`src/tcw_defs.svh`:
```
// timer compare/capture constants: widths, limits, reset values
`ifndef TCW_DEFS_SVH
`define TCW_DEFS_SVH
`define TCW_CW 32
`define TCW_PW 10
`define TCW_ZERO 32'h0000_0000
`define TCW_ONE 32'h0000_0001
`define TCW_MAX16 32'h0000_FFFF
`define TCW_MAX32 32'hFFFF_FFFF
`define TCW_PAD8 24'h00_0000
`define TCW_DIV1_LIM 10'h000
`define TCW_DIV2_LIM 10'h001
`define TCW_DIV4_LIM 10'h003
`define TCW_DIV8_LIM 10'h007
`define TCW_DIV16_LIM 10'h00F
`define TCW_DIV64_LIM 10'h03F
`define TCW_DIV256_LIM 10'h0FF
`define TCW_DIV1024_LIM 10'h3FF
`define TCW_PRESC_STEP 10'h001
`define TCW_RST_WAVE 2'h0
`endif

```
`src/tcw_pkg.sv`:
```
// timer compare/capture shared types
`default_nettype none
`include "tcw_defs.svh"
package tcw_pkg;
   typedef enum logic [1:0] {
      tcw_normal_frequency_mode = 2'h0,
      tcw_match_frequency_mode = 2'h1,
      tcw_normal_pwm_mode = 2'h2,
      tcw_match_pwm_mode = 2'h3
   } tcw_wave_t;
   typedef enum logic [1:0] {
      tcw_res16 = 2'h0,
      tcw_res8 = 2'h1,
      tcw_res32 = 2'h2
   } tcw_res_t;
   typedef enum logic [2:0] {
      tcw_act_off = 3'h0,
      tcw_act_retrigger = 3'h1,
      tcw_act_count = 3'h2,
      tcw_act_start = 3'h3,
      tcw_act_period_then_width = 3'h4,
      tcw_act_width_then_period = 3'h5
   } tcw_act_t;
   typedef struct packed {
      logic pulse;
      logic level;
   } tcw_evt_t;
   typedef struct packed {
      logic ovf;
      logic err;
      logic [1:0] mc;
   } tcw_flags_t;
   typedef struct packed {
      logic [`TCW_PW-1:0] cnt;
      logic tick;
   } tcw_presc_st_t;
   typedef struct packed {
      logic [`TCW_CW-1:0] value;
      logic flag;
   } tcw_chan_st_t;
   typedef struct packed {
      logic [`TCW_CW-1:0] count;
      logic [`TCW_CW-1:0] top_q;
      logic single_run;
      logic stopped;
      logic ovf_flag;
      logic err_flag;
      logic [1:0] wave;
      logic [1:0] pin;
      logic irq;
      logic ovf_event;
      logic [1:0] match_event;
   } tcw_st_t;
endpackage
`default_nettype wire

```
`src/tcw_prescale.sv`:
```
// prescaler: divides the generic timer clock into count ticks
`timescale 1ns/100ps
`default_nettype none
`include "tcw_defs.svh"
module tcw_prescale (
   // clock and reset
   input wire logic i_ref_clk,
   input wire logic i_rst,
   // control
   input wire logic i_run,
   input wire logic [2:0] i_divisor_sel,
   // tick out
   output logic o_tick
);
   tcw_pkg::tcw_presc_st_t s_q;
   tcw_pkg::tcw_presc_st_t s_d;
   logic [`TCW_PW-1:0] lim;

   always_comb begin
      case (i_divisor_sel)
         3'h0: lim = `TCW_DIV1_LIM;
         3'h1: lim = `TCW_DIV2_LIM;
         3'h2: lim = `TCW_DIV4_LIM;
         3'h3: lim = `TCW_DIV8_LIM;
         3'h4: lim = `TCW_DIV16_LIM;
         3'h5: lim = `TCW_DIV64_LIM;
         3'h6: lim = `TCW_DIV256_LIM;
         default: lim = `TCW_DIV1024_LIM;
      endcase
      s_d = s_q;
      s_d.tick = 1'b0;
      // halted divider restarts its phase so periods stay exact
      if (!i_run) begin
         s_d.cnt = '0;
      end else if (s_q.cnt >= lim) begin
         s_d.cnt = '0;
         s_d.tick = 1'b1;
      end else begin
         s_d.cnt = s_q.cnt + `TCW_PRESC_STEP;
      end
   end

   always_ff @(posedge i_ref_clk) begin
      if (i_rst) begin
         s_q <= '0;
      end else begin
         s_q <= s_d;
      end
   end

   assign o_tick = s_q.tick;
endmodule
`default_nettype wire

```
`src/tcw_chan.sv`:
```
// one compare/capture channel: value register and match flag
`timescale 1ns/100ps
`default_nettype none
`include "tcw_defs.svh"
module tcw_chan (
   // clock and reset
   input wire logic i_ref_clk,
   input wire logic i_rst,
   // software side
   input wire logic i_write,
   input wire logic [`TCW_CW-1:0] i_wdata,
   input wire logic i_clear,
   // timer side
   input wire logic i_capture_en,
   input wire logic i_capture,
   input wire logic [`TCW_CW-1:0] i_stamp,
   input wire logic i_match,
   // state
   output logic [`TCW_CW-1:0] o_value,
   output logic o_flag,
   output logic o_capture_lost
);
   tcw_pkg::tcw_chan_st_t s_q;
   tcw_pkg::tcw_chan_st_t s_d;

   logic take;

   always_comb begin
      take = i_capture & i_capture_en & ~s_q.flag;
      s_d = s_q;
      if (i_write) begin
         s_d.value = i_wdata;
      end
      if (take) begin
         s_d.value = i_stamp;
      end
      // set beats a same-cycle clear
      s_d.flag = i_match | take | (s_q.flag & ~i_clear);
   end

   assign o_capture_lost = i_capture & i_capture_en & s_q.flag;

   always_ff @(posedge i_ref_clk) begin
      if (i_rst) begin
         s_q <= '0;
      end else begin
         s_q <= s_d;
      end
   end

   assign o_value = s_q.value;
   assign o_flag = s_q.flag;
endmodule
`default_nettype wire

```
`src/tcw_timer.sv`:
```
// timer compare, capture and waveform section
`timescale 1ns/100ps
`default_nettype none
`include "tcw_defs.svh"
// Overview of operation
// - channels compare on count tick; flag on next clock
// - match raises interrupt and event when enabled
// - two-bit field picks one of four modes
// - normal modes: period top, else counter max
// - normal frequency toggles output on match
// - match frequency: channel zero is top
// - pwm up: high at top, low on match
// - pwm down: low at zero, high on match
// - pwm period is divisor times top plus one
// - match pwm: output zero pulses low at wrap
// - update at top or zero sets overflow
// - up count beyond new top wraps at once
// - down reload may use previous top
// - capture event stores count as timestamp
// - capture while flag set sets error instead
// - pulse/period capture splits across both channels
// - invert bit picks wraparound edge
// - single run stops at wrap, wave zero before invert
// - set/clear single run; restarts clear stopped
// - standby halts unless run in standby
// - invert bit flips channel output
// - up wraps to zero, down reloads top
// - count tick is prescaler or event ticks
module tcw_timer (
   // clock and reset
   input wire logic i_ref_clk,
   input wire logic i_rst,
   // configuration
   input wire logic i_enable,
   input wire tcw_pkg::tcw_res_t i_resolution,
   input wire tcw_pkg::tcw_wave_t i_waveform_select,
   input wire logic [2:0] i_prescaler,
   input wire logic i_direction,
   input wire logic [7:0] i_period,
   input wire logic [1:0] i_capture_enable,
   input wire logic [1:0] i_output_invert_enable,
   // single run and commands
   input wire logic i_single_run_set,
   input wire logic i_single_run_clear,
   input wire logic i_retrigger_cmd,
   // channel value writes
   input wire logic [1:0] i_value_write,
   input wire logic [`TCW_CW-1:0] i_value_wdata,
   // flags and enables
   input wire tcw_pkg::tcw_flags_t i_flag_clear,
   input wire tcw_pkg::tcw_flags_t i_interrupt_enable_set,
   input wire logic [1:0] i_match_event_output_enable,
   input wire logic i_ovf_event_output_enable,
   // event input
   input wire logic i_event_input_enable,
   input wire logic i_event_input_invert,
   input wire tcw_pkg::tcw_act_t i_event_action,
   input wire tcw_pkg::tcw_evt_t i_event,
   // sleep
   input wire logic i_standby,
   input wire logic i_run_in_standby,
   // counter and channels
   output logic [`TCW_CW-1:0] o_count,
   output logic [`TCW_CW-1:0] o_channel_zero_value,
   output logic [`TCW_CW-1:0] o_channel_one_value,
   // status
   output tcw_pkg::tcw_flags_t o_flags,
   output logic o_stopped,
   output logic o_irq,
   // events out
   output logic [1:0] o_match_event,
   output logic o_overflow_event,
   // waveform pins
   output logic [1:0] o_waveform_output
);
   tcw_pkg::tcw_st_t s_q;
   tcw_pkg::tcw_st_t s_d;

   ////////////////////////////////////////////////////////////////////
   logic [`TCW_CW-1:0] cc [2];
   logic [1:0] mc_flag;
   logic [1:0] lost;
   logic [1:0] cap;
   logic [1:0] hit;
   logic [`TCW_CW-1:0] top;
   logic presc_tick;
   logic ev;
   logic run;
   logic tick;
   logic cnt_en;
   logic upd;
   logic retrig;
   logic reload;
   logic resume;
   logic wrap_edge;
   logic pw_mode;
   logic pw_wrap;
   logic stop_now;
   logic count_act;

   assign ev = i_event_input_enable & i_event.pulse;
   assign count_act = (i_event_action == tcw_pkg::tcw_act_count);
   assign run = i_enable & ~s_q.stopped & (~i_standby | i_run_in_standby);

   tcw_prescale tcw_prescale_inst (
      .i_ref_clk(i_ref_clk),
      .i_rst(i_rst),
      .i_run(run & ~count_act),
      .i_divisor_sel(i_prescaler),
      .o_tick(presc_tick)
   );

   assign tick = count_act ? ev : presc_tick;
   assign cnt_en = tick & run;

   ////////////////////////////////////////////////////////////////////
   // top from channel zero, period or counter max
   always_comb begin
      case (i_waveform_select)
         tcw_pkg::tcw_match_frequency_mode,
         tcw_pkg::tcw_match_pwm_mode: begin
            top = cc[0];
         end
         default: begin
            case (i_resolution)
               tcw_pkg::tcw_res8: top = {`TCW_PAD8, i_period};
               tcw_pkg::tcw_res16: top = `TCW_MAX16;
               default: top = `TCW_MAX32;
            endcase
         end
      endcase
   end

   // update at top going up, zero going down
   // greater-or-equal wraps past a lowered top
   assign upd = cnt_en & (i_direction ? (s_q.count == `TCW_ZERO)
                                      : (s_q.count >= top));

   ////////////////////////////////////////////////////////////////////
   // invert picks the wraparound edge
   assign wrap_edge = i_event.level ^ i_event_input_invert;
   assign pw_mode = (i_event_action == tcw_pkg::tcw_act_period_then_width)
                  | (i_event_action == tcw_pkg::tcw_act_width_then_period);
   assign pw_wrap = ev & pw_mode & wrap_edge;

   always_comb begin
      cap = 2'h0;
      if (i_event_action == tcw_pkg::tcw_act_off) begin
         cap = {ev, ev};
      end else if (i_event_action == tcw_pkg::tcw_act_width_then_period) begin
         cap[1] = pw_wrap;
         cap[0] = ev & ~wrap_edge;
      end else if (i_event_action == tcw_pkg::tcw_act_period_then_width) begin
         cap[0] = pw_wrap;
         cap[1] = ev & ~wrap_edge;
      end
   end

   assign retrig = i_retrigger_cmd
                 | (ev & (i_event_action == tcw_pkg::tcw_act_retrigger));
   assign reload = retrig & ~s_q.stopped;
   assign resume = s_q.stopped
                 & (retrig | (ev & (i_event_action == tcw_pkg::tcw_act_start)));
   assign stop_now = upd & s_q.single_run;

   ////////////////////////////////////////////////////////////////////
   genvar gi;
   generate
      for (gi = 0; gi < 2; gi++) begin : g_ch
         assign hit[gi] = cnt_en & ~i_capture_enable[gi]
                        & (s_q.count == cc[gi]);
         tcw_chan tcw_chan_inst (
            .i_ref_clk(i_ref_clk),
            .i_rst(i_rst),
            .i_write(i_value_write[gi]),
            .i_wdata(i_value_wdata),
            .i_clear(i_flag_clear.mc[gi]),
            .i_capture_en(i_capture_enable[gi]),
            .i_capture(cap[gi]),
            .i_stamp(s_q.count),
            .i_match(hit[gi]),
            .o_value(cc[gi]),
            .o_flag(mc_flag[gi]),
            .o_capture_lost(lost[gi])
         );
      end
   endgenerate

   ////////////////////////////////////////////////////////////////////
   always_comb begin
      s_d = s_q;
      // registered top lags writes by one cycle
      s_d.top_q = top;
      if (reload | pw_wrap) begin
         s_d.count = (i_direction & ~pw_wrap) ? top : `TCW_ZERO;
      end else if (upd) begin
         s_d.count = i_direction ? s_q.top_q : `TCW_ZERO;
      end else if (cnt_en) begin
         s_d.count = i_direction ? s_q.count - `TCW_ONE
                                 : s_q.count + `TCW_ONE;
      end
      if (i_single_run_set) begin
         s_d.single_run = 1'b1;
      end else if (i_single_run_clear) begin
         s_d.single_run = 1'b0;
      end
      for (int i = 0; i < 2; i++) begin
         case (i_waveform_select)
            tcw_pkg::tcw_normal_frequency_mode: begin
               if (hit[i]) begin
                  s_d.wave[i] = ~s_q.wave[i];
               end
            end
            tcw_pkg::tcw_match_frequency_mode: begin
               if (i == 0) begin
                  if (upd) begin
                     s_d.wave[i] = ~s_q.wave[i];
                  end
               end else if (hit[i]) begin
                  s_d.wave[i] = ~s_q.wave[i];
               end
            end
            tcw_pkg::tcw_match_pwm_mode: begin
               if (i == 0) begin
                  s_d.wave[i] = ~upd;
               end else if (upd) begin
                  s_d.wave[i] = ~i_direction;
               end else if (hit[i]) begin
                  s_d.wave[i] = i_direction;
               end
            end
            default: begin
               if (upd) begin
                  s_d.wave[i] = ~i_direction;
               end else if (hit[i]) begin
                  s_d.wave[i] = i_direction;
               end
            end
         endcase
      end
      if (stop_now) begin
         s_d.stopped = 1'b1;
         s_d.wave = `TCW_RST_WAVE;
      end else if (resume) begin
         s_d.stopped = 1'b0;
      end else if (s_q.stopped) begin
         s_d.wave = `TCW_RST_WAVE;
      end
      s_d.pin = s_d.wave ^ i_output_invert_enable;
      s_d.ovf_flag = upd | (s_q.ovf_flag & ~i_flag_clear.ovf);
      s_d.err_flag = (|lost) | (s_q.err_flag & ~i_flag_clear.err);
      s_d.ovf_event = upd & i_ovf_event_output_enable;
      s_d.match_event = hit & i_match_event_output_enable;
      // irq lags flags one clock; ungated by standby
      s_d.irq = |({s_q.ovf_flag, s_q.err_flag, mc_flag}
                  & i_interrupt_enable_set);
   end

   always_ff @(posedge i_ref_clk) begin
      if (i_rst) begin
         s_q <= '0;
      end else begin
         s_q <= s_d;
      end
   end

   ////////////////////////////////////////////////////////////////////
   assign o_count = s_q.count;
   assign o_channel_zero_value = cc[0];
   assign o_channel_one_value = cc[1];
   assign o_flags = {s_q.ovf_flag, s_q.err_flag, mc_flag};
   assign o_stopped = s_q.stopped;
   assign o_irq = s_q.irq;
   assign o_match_event = s_q.match_event;
   assign o_overflow_event = s_q.ovf_event;
   assign o_waveform_output = s_q.pin;
endmodule
`default_nettype wire

```
`config.mk`:
```
export PLATFORM = sky130hd
export DESIGN_NAME = tcw_timer
export DESIGN_NICKNAME = d
export VERILOG_FILES = /design/src/tcw_pkg.sv /design/src/tcw_prescale.sv /design/src/tcw_chan.sv /design/src/tcw_timer.sv
export VERILOG_INCLUDE_DIRS = /design/src
export SDC_FILE = /design/constraint.sdc
export NUM_CORES = 1
export LEC_CHECK = 0
export BUFFER_PORTS_ARGS = -buffer_cell sky130_fd_sc_hd__buf_2
export CORE_MARGIN = 5
export CORE_UTILIZATION = 51
export DETAILED_ROUTE_END_ITERATION = 10
export PLACE_DENSITY = 0.74
export SYNTH_ARGS = -nofsm -noshare
export SYNTH_HDL_FRONTEND = slang
export SYNTH_SLANG_ARGS = --single-unit
```
`constraint.sdc`:
```
create_clock -name i_ref_clk -period 4.3 [get_ports i_ref_clk]
set_clock_uncertainty 0.05 [all_clocks]
set_input_delay 0.86 -clock i_ref_clk [delete_from_list [all_inputs] [get_ports i_ref_clk]]
set_output_delay 0.86 -clock i_ref_clk [all_outputs]
set_load 0.005 [all_outputs]
```
==> results_dict.tcl, run 1 <==
set metrics [dict create \
    status "completed" \
    synth_edf_count 0 \
    yosysTopAreaCellShare_pct 28.48 \
    min_path_cells 2 \
    post_cts_resized 0 \
    finalHoldViolCount 0 \
    power_density_nw_per_um2 341.3 \
    crit_required_ps 4600 \
    clk_latency_ps 440 \
    tns_ps 0 \
    synth_fp_nets 1440 \
    antenna_found_initial 2 \
    r2r_start "o_count[7]" \
    drtPass1Iterations 5 \
    dr.max_layer_used "met5" \
    place_hpwl_um 26370 \
    hp-class "flip-flop to flip-flop" \
    port_buffers 186 \
    clk_pin_slew_ps 70 \
    final_common_cell "buf_2" \
    synthCells 1286 \
    place_ws_ps 217.4 \
    vias 10350 \
    synthTopCellsByArea "dfxtp_1 28%, ha_1 8.5%, mux2i_1 7.5%, nor2_1 5.5%, xor2_1 5.0%" \
    numCtsBuffers 17 \
    grt_max_degree 69 \
    critPathLaunchType "input pin" \
    ant_nets 0 \
    row_count 53 \
    maxCapViolations 0 \
    gp_congestion 0.9534 \
    mostFrequentLayoutCells "185 x buf_2, 159 x nor2_1, 153 x dfxtp_1, 81 x mux2i_1, 78 x a21oi_1" \
    cts_tree "done" \
    drv_slew 0 \
    synth-seq-cells 153 \
    clockBufferDepth 2 \
    synthArstFlopShare_pct 0 \
    fmax_mhz 268.5 \
    critPathKind "input pin to flip-flop" \
    nets 1549 \
    drive_above_1_share_pct 20.95 \
    finalSetupViolCount 0 \
    syn_to_final_growth_pct 13.60 \
    seq_area_frac_synth_pct 28.48 \
    post-route-min-period_ps 3725 \
    clock-sinks 153 \
    viasPerCell 6.151 \
    die_area_um2 24090 \
    peakVddDrop_v 0.0002531 \
    post-cts-setup-buffer-count 0 \
    holdCritStartpoint "s_q[39]" \
    cts_root_buf "clkbuf_16" \
    routed_wl_um 34840 \
    worst_slack_ps 575.1 \
    wl_met2_um 15870 \
    grt_pass1_vias 9971 \
    min_to "o_count[27]" \
    final_cells 1683 \
    drc 0 \
    routedLengthMet1_um 15220 \
    r2r_setup_slack_ps 860 \
    cp-end-kind "flip-flop" \
    grt_first_pass_wirelength_um 54380 \
    slew_headroom_pct 27.69 \
    synth.distinct_cells 90 \
    dp_cells 1651 \
    rr_endpoint "o_count[18]" \
    pin_count 187 \
    dr_wl_met3_um 2685 \
    synth.avg_cell_area_um2 8.362 \
    post-route-period-util_pct 86.62 \
    fp.dieH_um 155.2 \
    initial_core_util_pct 51.48 \
    synth_area_um2 10750 \
    coreArea_um2 20890 \
    critical_path_arrival_ps 4020 \
    finish.utilization_pct 58.48 \
    synth_ff_type "dfxtp_1" \
    diodes 0 \
    wl_per_cell_um 20.70 \
    h-tree-depth 4 \
    drt_iter0_drc 984 \
    gr-usage-all-layers_pct 28.24 \
    crit_fanout 24 \
    cts_hold_buf 0 \
    tightest_slew_ps 1078 \
    r2r_cells 10 \
    p_leak_nw 5.734 \
    die_x_um 155.2 \
    grt_overflow_total 0 \
    holdWs_ps 448.6 \
    rsz0062_at_grt "no" \
    yosys_warnings 0 \
    yosys.area.top_type "dfxtp_1" \
]
## flip-flops by register name, summed over array words and instances (netlist names), 2 cells and up
register,cells
g_ch.tcw_chan_inst.o_value,64
s_q,35
o_count,32
tcw_prescale_inst.s_q,10
g_ch.tcw_chan_inst.o_flag,2
o_flags,2
o_match_event,2
o_waveform_output,2
## critical path, stage by stage
cell	delay [ps]
buf_2	130
nor2_1	90
nand2_1	120
o22ai_1	250
inv_1	100
ha_1	270
nand2b_1	140
a211o_1	280
a21oi_1	110
o21ai_0	160
a31oi_1	330
a21oi_4	170
buf_4	250
nor3b_1	200
or4b_1	450
o211ai_1	110
## layer usage
layer	GRT usage, %	up-vias
met5	0	-
met4	9.421	2
met3	4.951	74
met2	45.39	488
met1	38.53	4894
li1	-	4894
## synth_stat cells, drive strengths merged (3+ instances only)
cell type / n
o21ai: 54
o211ai: 7
a211o: 6
nor3: 30
a311oi: 5
nand4b: 3
xnor2: 31
nor2b: 11
nor2: 160
clkbuf: 65
a211oi: 73
o2bb2ai: 3
o22ai: 14
buf: 64
a21o: 24
ha: 73
and3: 9
inv: 26
or2: 4
o21bai: 5
nand2: 60
dfxtp: 153
a2111oi: 11
or3: 10
xor2: 62
and2: 6
o31ai: 7
nand2b: 12
mux2i: 81
o221ai: 3
a21oi: 79
a221oi: 4
nand3: 20
nor4: 22
o21a: 11
a31oi: 21
nand4: 20
a32oi: 3
nor3b: 4
## logic make-up after synthesis
logic type	synth area share, %
xor+xnor	7.784
flops	28.48
buf+inv	7.400
fa+ha+maj	8.680
mux	7.749
compound gates	22.64
simple gates	17.27
## worst max-delay path by stage
stage	slack, ps	cells after the start	from	end
global route	290	16	i_waveform_select[0]	o_count[31]
finish	580	16	i_waveform_select[0]	o_count[31]
detailed placement	220	16	i_waveform_select[0]	o_count[31]
floorplan	530	16	i_resolution[1]	o_count[11]
global placement	300	16	i_waveform_select[0]	o_count[31]
CTS	610	16	i_waveform_select[0]	o_count[31]
## metrics by stage
stage / total power, mW / cell area [µm²]
floorplan: 2.289 / 10750
global placement: 2.595 / 11620
detailed placement: 2.612 / 11620
CTS: 4.164 / 12220
global route: 4.338 / 12220
finish: 4.169 / 12220
## report_power, final
| part | internal [mW] | switching (mW) |
|---|---|---|
| Sequential | 1.50 | 0.147 |
| Combinational | 0.409 | 0.544 |
| Clock | 0.837 | 0.727 |
## final cells by class
cell class	count	area, µm²
inverters	27	101.3
well taps	275	344.1
clock buffers	17	425.4
clock inverters	15	173.9
flip-flops and latches	153	3063
repair buffers	219	1206
fillers	1856	8672
multi-input cells	977	6903
Power figures use the tool's default switching activity.
==> inputs of run 2 (changes only) <==
Settings changed: ABC_AREA set to 1, PLACE_DENSITY 0.74 to 0.73.
==> run 2 against run 1 <==
Effect of this change:
- non-clock buffer count down 22
- combinational power up 41%
- count of clock-buffer cells in the layout up 6
- routed wire length up 17%
- via count up 26%
- maximum frequency up 2.1%
- utilization down 0.77 points
- register-to-register slack better by 390 ps
- sequential cell count unchanged
- highest routed layer is now met4
- largest power group unchanged
==> results_dict.tcl, run 2 <==
set metrics [dict create \
    status "completed" \
    drt_iter0_drc 1484 \
    synth.avg_cell_area_um2 6.215 \
    cts_tree "done" \
    seq_area_frac_synth_pct 26.28 \
    clockPowerShare_pct 34.4 \
    holdCritStartpoint "tcw_prescale_inst.s_q[1]" \
    wl_per_cell_um 17.94 \
    cts_root_buf "clkbuf_16" \
    synth-seq-cells 153 \
    clockBufferDepth 2 \
    post-route-min-period_ps 3648 \
    drc 0 \
    routed_wl_um 40900 \
    clock-sinks 153 \
    nets 2136 \
    synthTopCellsByArea "dfxtp_1 26%, nand2_1 16%, o21ai_0 9.9%, ha_1 7.8%, a21oi_1 6.3%" \
    dp_cells 2248 \
    r2r_setup_slack_ps 1250 \
    synth_edf_count 0 \
    synth_fp_nets 2029 \
    fp.dieH_um 161.2 \
    peakVddDrop_v 0.0002936 \
    finish.utilization_pct 57.71 \
    cp-end-kind "flip-flop" \
    final_cells 2280 \
    fmax_mhz 274.1 \
    grt_overflow_total 0 \
    power_density_nw_per_um2 352.9 \
    cts_hold_buf 0 \
    diodes 0 \
    pin_count 187 \
    p_seq_share_pct 36.5 \
    grt_max_degree 66 \
    switchingPower_mw 1.648 \
    drtPass1Iterations 9 \
    die_x_um 161.2 \
    clk_pin_slew_ps 60 \
    rr_endpoint "o_count[31]" \
    post_cts_resized 0 \
    numCtsBuffers 17 \
    viasPerCell 5.708 \
    drv_slew 0 \
    tns_ps 0 \
    yosys_warnings 0 \
    finalPower_mw 4.597 \
    critPathLaunchType "input pin" \
    internal-power_mw 2.949 \
    coreArea_um2 22570 \
    yosysTopAreaCellShare_pct 26.28 \
    p_leak_nw 6.500 \
    critical_path_arrival_ps 3960 \
    min_path_cells 1 \
    maxCapViolations 0 \
    synth.distinct_cells 46 \
    r2r_cells 20 \
    die_area_um2 25970 \
    tightest_slew_ps 1073 \
    critPathKind "input pin to flip-flop" \
    post-cts-setup-buffer-count 0 \
    rsz0062_at_grt "no" \
    port_buffers 186 \
    slew_headroom_pct 28.49 \
    initial_core_util_pct 51.63 \
    place_hpwl_um 31960 \
    grt_pass1_vias 11990 \
    grt_first_pass_wirelength_um 63850 \
    finalSetupViolCount 0 \
    syn_to_final_growth_pct 11.78 \
    gr-usage-all-layers_pct 30.51 \
    hp-class "flip-flop to flip-flop" \
    ant_nets 0 \
    mostFrequentLayoutCells "506 x nand2_1, 230 x o21ai_0, 192 x inv_1, 186 x buf_2, 159 x nor2_1" \
    drive_above_1_share_pct 13.48 \
    synthCells 1875 \
    swShare_pct 35.85 \
    finalHoldViolCount 0 \
    synthArstFlopShare_pct 0 \
    row_count 55 \
    final_common_cell "nand2_1" \
    gp_congestion 1.040 \
    min_to "tcw_prescale_inst.s_q[1]" \
    antenna_found_initial 0 \
    synth.most_common_cell "nand2_1" \
    synth_area_um2 11650 \
    synth_ff_type "dfxtp_1" \
    vias 13020 \
    h-tree-depth 4 \
    post-route-period-util_pct 84.84 \
    largest_reg_flops 64 \
    netlist_top_cells_count "506 x nand2_1, 230 x o21ai_0, 193 x inv_1" \
    clk_latency_ps 440 \
    yosys.area.top_type "dfxtp_1" \
    n_fill_cell 2239 \
    crit_required_ps 4610 \
    r2r_start "g_ch[0].tcw_chan_inst.o_value[10]" \
    crit_fanout 27 \
    p_comb_share_pct 29.1 \
]
## run 2: cell count changes in the layout (fill, tap and decap cells not counted), moves of 17 or more
cell | previous run | this run
o21ai_0 | 43 | 230
a21oi_1 | 78 | 147
inv_2 | 0 | 19
xor2_1 | 61 | 22
nand3_1 | 20 | 89
nand4_1 | 19 | 37
inv_1 | 26 | 192
mux2i_1 | 81 | 0
buf_4 | 32 | 10
a21o_1 | 24 | 7
nand2_1 | 59 | 506
a211oi_1 | 69 | 0
## run 2: worst max-delay path by stage
stage                       end                 start  depth (start not counted)
floorplan           o_count[18]  i_waveform_select[0]                         21
global placement    o_count[31]  i_waveform_select[0]                         22
detailed placement  o_count[21]  i_waveform_select[0]                         21
CTS                 o_count[31]  i_waveform_select[0]                         22
global route        o_count[24]  i_waveform_select[0]                         22
finish              o_count[31]  i_waveform_select[0]                         22
## run 2: cell families after synthesis
kind of cell               after synthesis  synth area share [%]
and+or+nand+nor                        851                 30.60
AOI/OAI and AO/OA                      429                 19.43
buffers and inverters                  323                 12.29
DFF                                    153                 26.28
adders and majority gates               74                 8.009
xor gates and xnor gates                45                 3.382
## run 2: area by class of cell
cell class / count / area (µm²) / area share, %
Timing Repair Buffer: 197 / 1026 / 7.876
Clock inverter: 9 / 138.9 / 1.066
Tap cell: 285 / 356.6 / 2.737
Clock buffer: 23 / 467.9 / 3.592
Sequential cell: 153 / 3063 / 23.51
Multi-Input combinational cell: 1399 / 7166 / 55.01
Inverter: 214 / 808.3 / 6.205
## run 2: power groups by stage
stage | Clock [mW] | Combinational (mW) | Sequential [mW]
after floorplan | 0 | 0.953 | 1.63
after global placement | 0 | 1.29 | 1.70
after detailed placement | 0 | 1.31 | 1.70
after CTS | 1.58 | 1.32 | 1.67
after global routing | 1.65 | 1.50 | 1.69
final | 1.58 | 1.34 | 1.68
## run 2: layer usage
metal	up-vias	GRT usage [%]	routed length [µm]	share of wire, %
met5	-	0	0	0
met3	125	4.491	3635	8.9
met2	673	47.79	18140	44
met1	5874	41.50	17190	42
met4	0	14.31	1933	4.7
li1	6343	-	-	-
## run 2: per-stage QoR
step	worst slack (ps)	hold slack, ps	cell area [µm²]
global route	240.7	481.3	13030
global placement	397.0	429.4	12420
CTS	687.7	445.9	13030
floorplan	1051	406.9	11650
detailed placement	279.8	435.5	12420
finish	652.1	446.7	13030
## run 2: worst max-delay path, stage by stage
cell and delay, ps:
buf_2 150, inv_1 390, o21ai_0 300, o21ai_0 190
inv_1 110, ha_1 280, nand2_1 90, inv_1 40
nand2_1 50, nand2_1 40, nand2_1 50, nand2_1 40
nor2_1 100, nand2_1 100, nand2_1 70, nand2_1 110
nand2_2 160, buf_4 330, nand3_1 120, nand3_1 100
nand3_1 90, a21oi_1 150
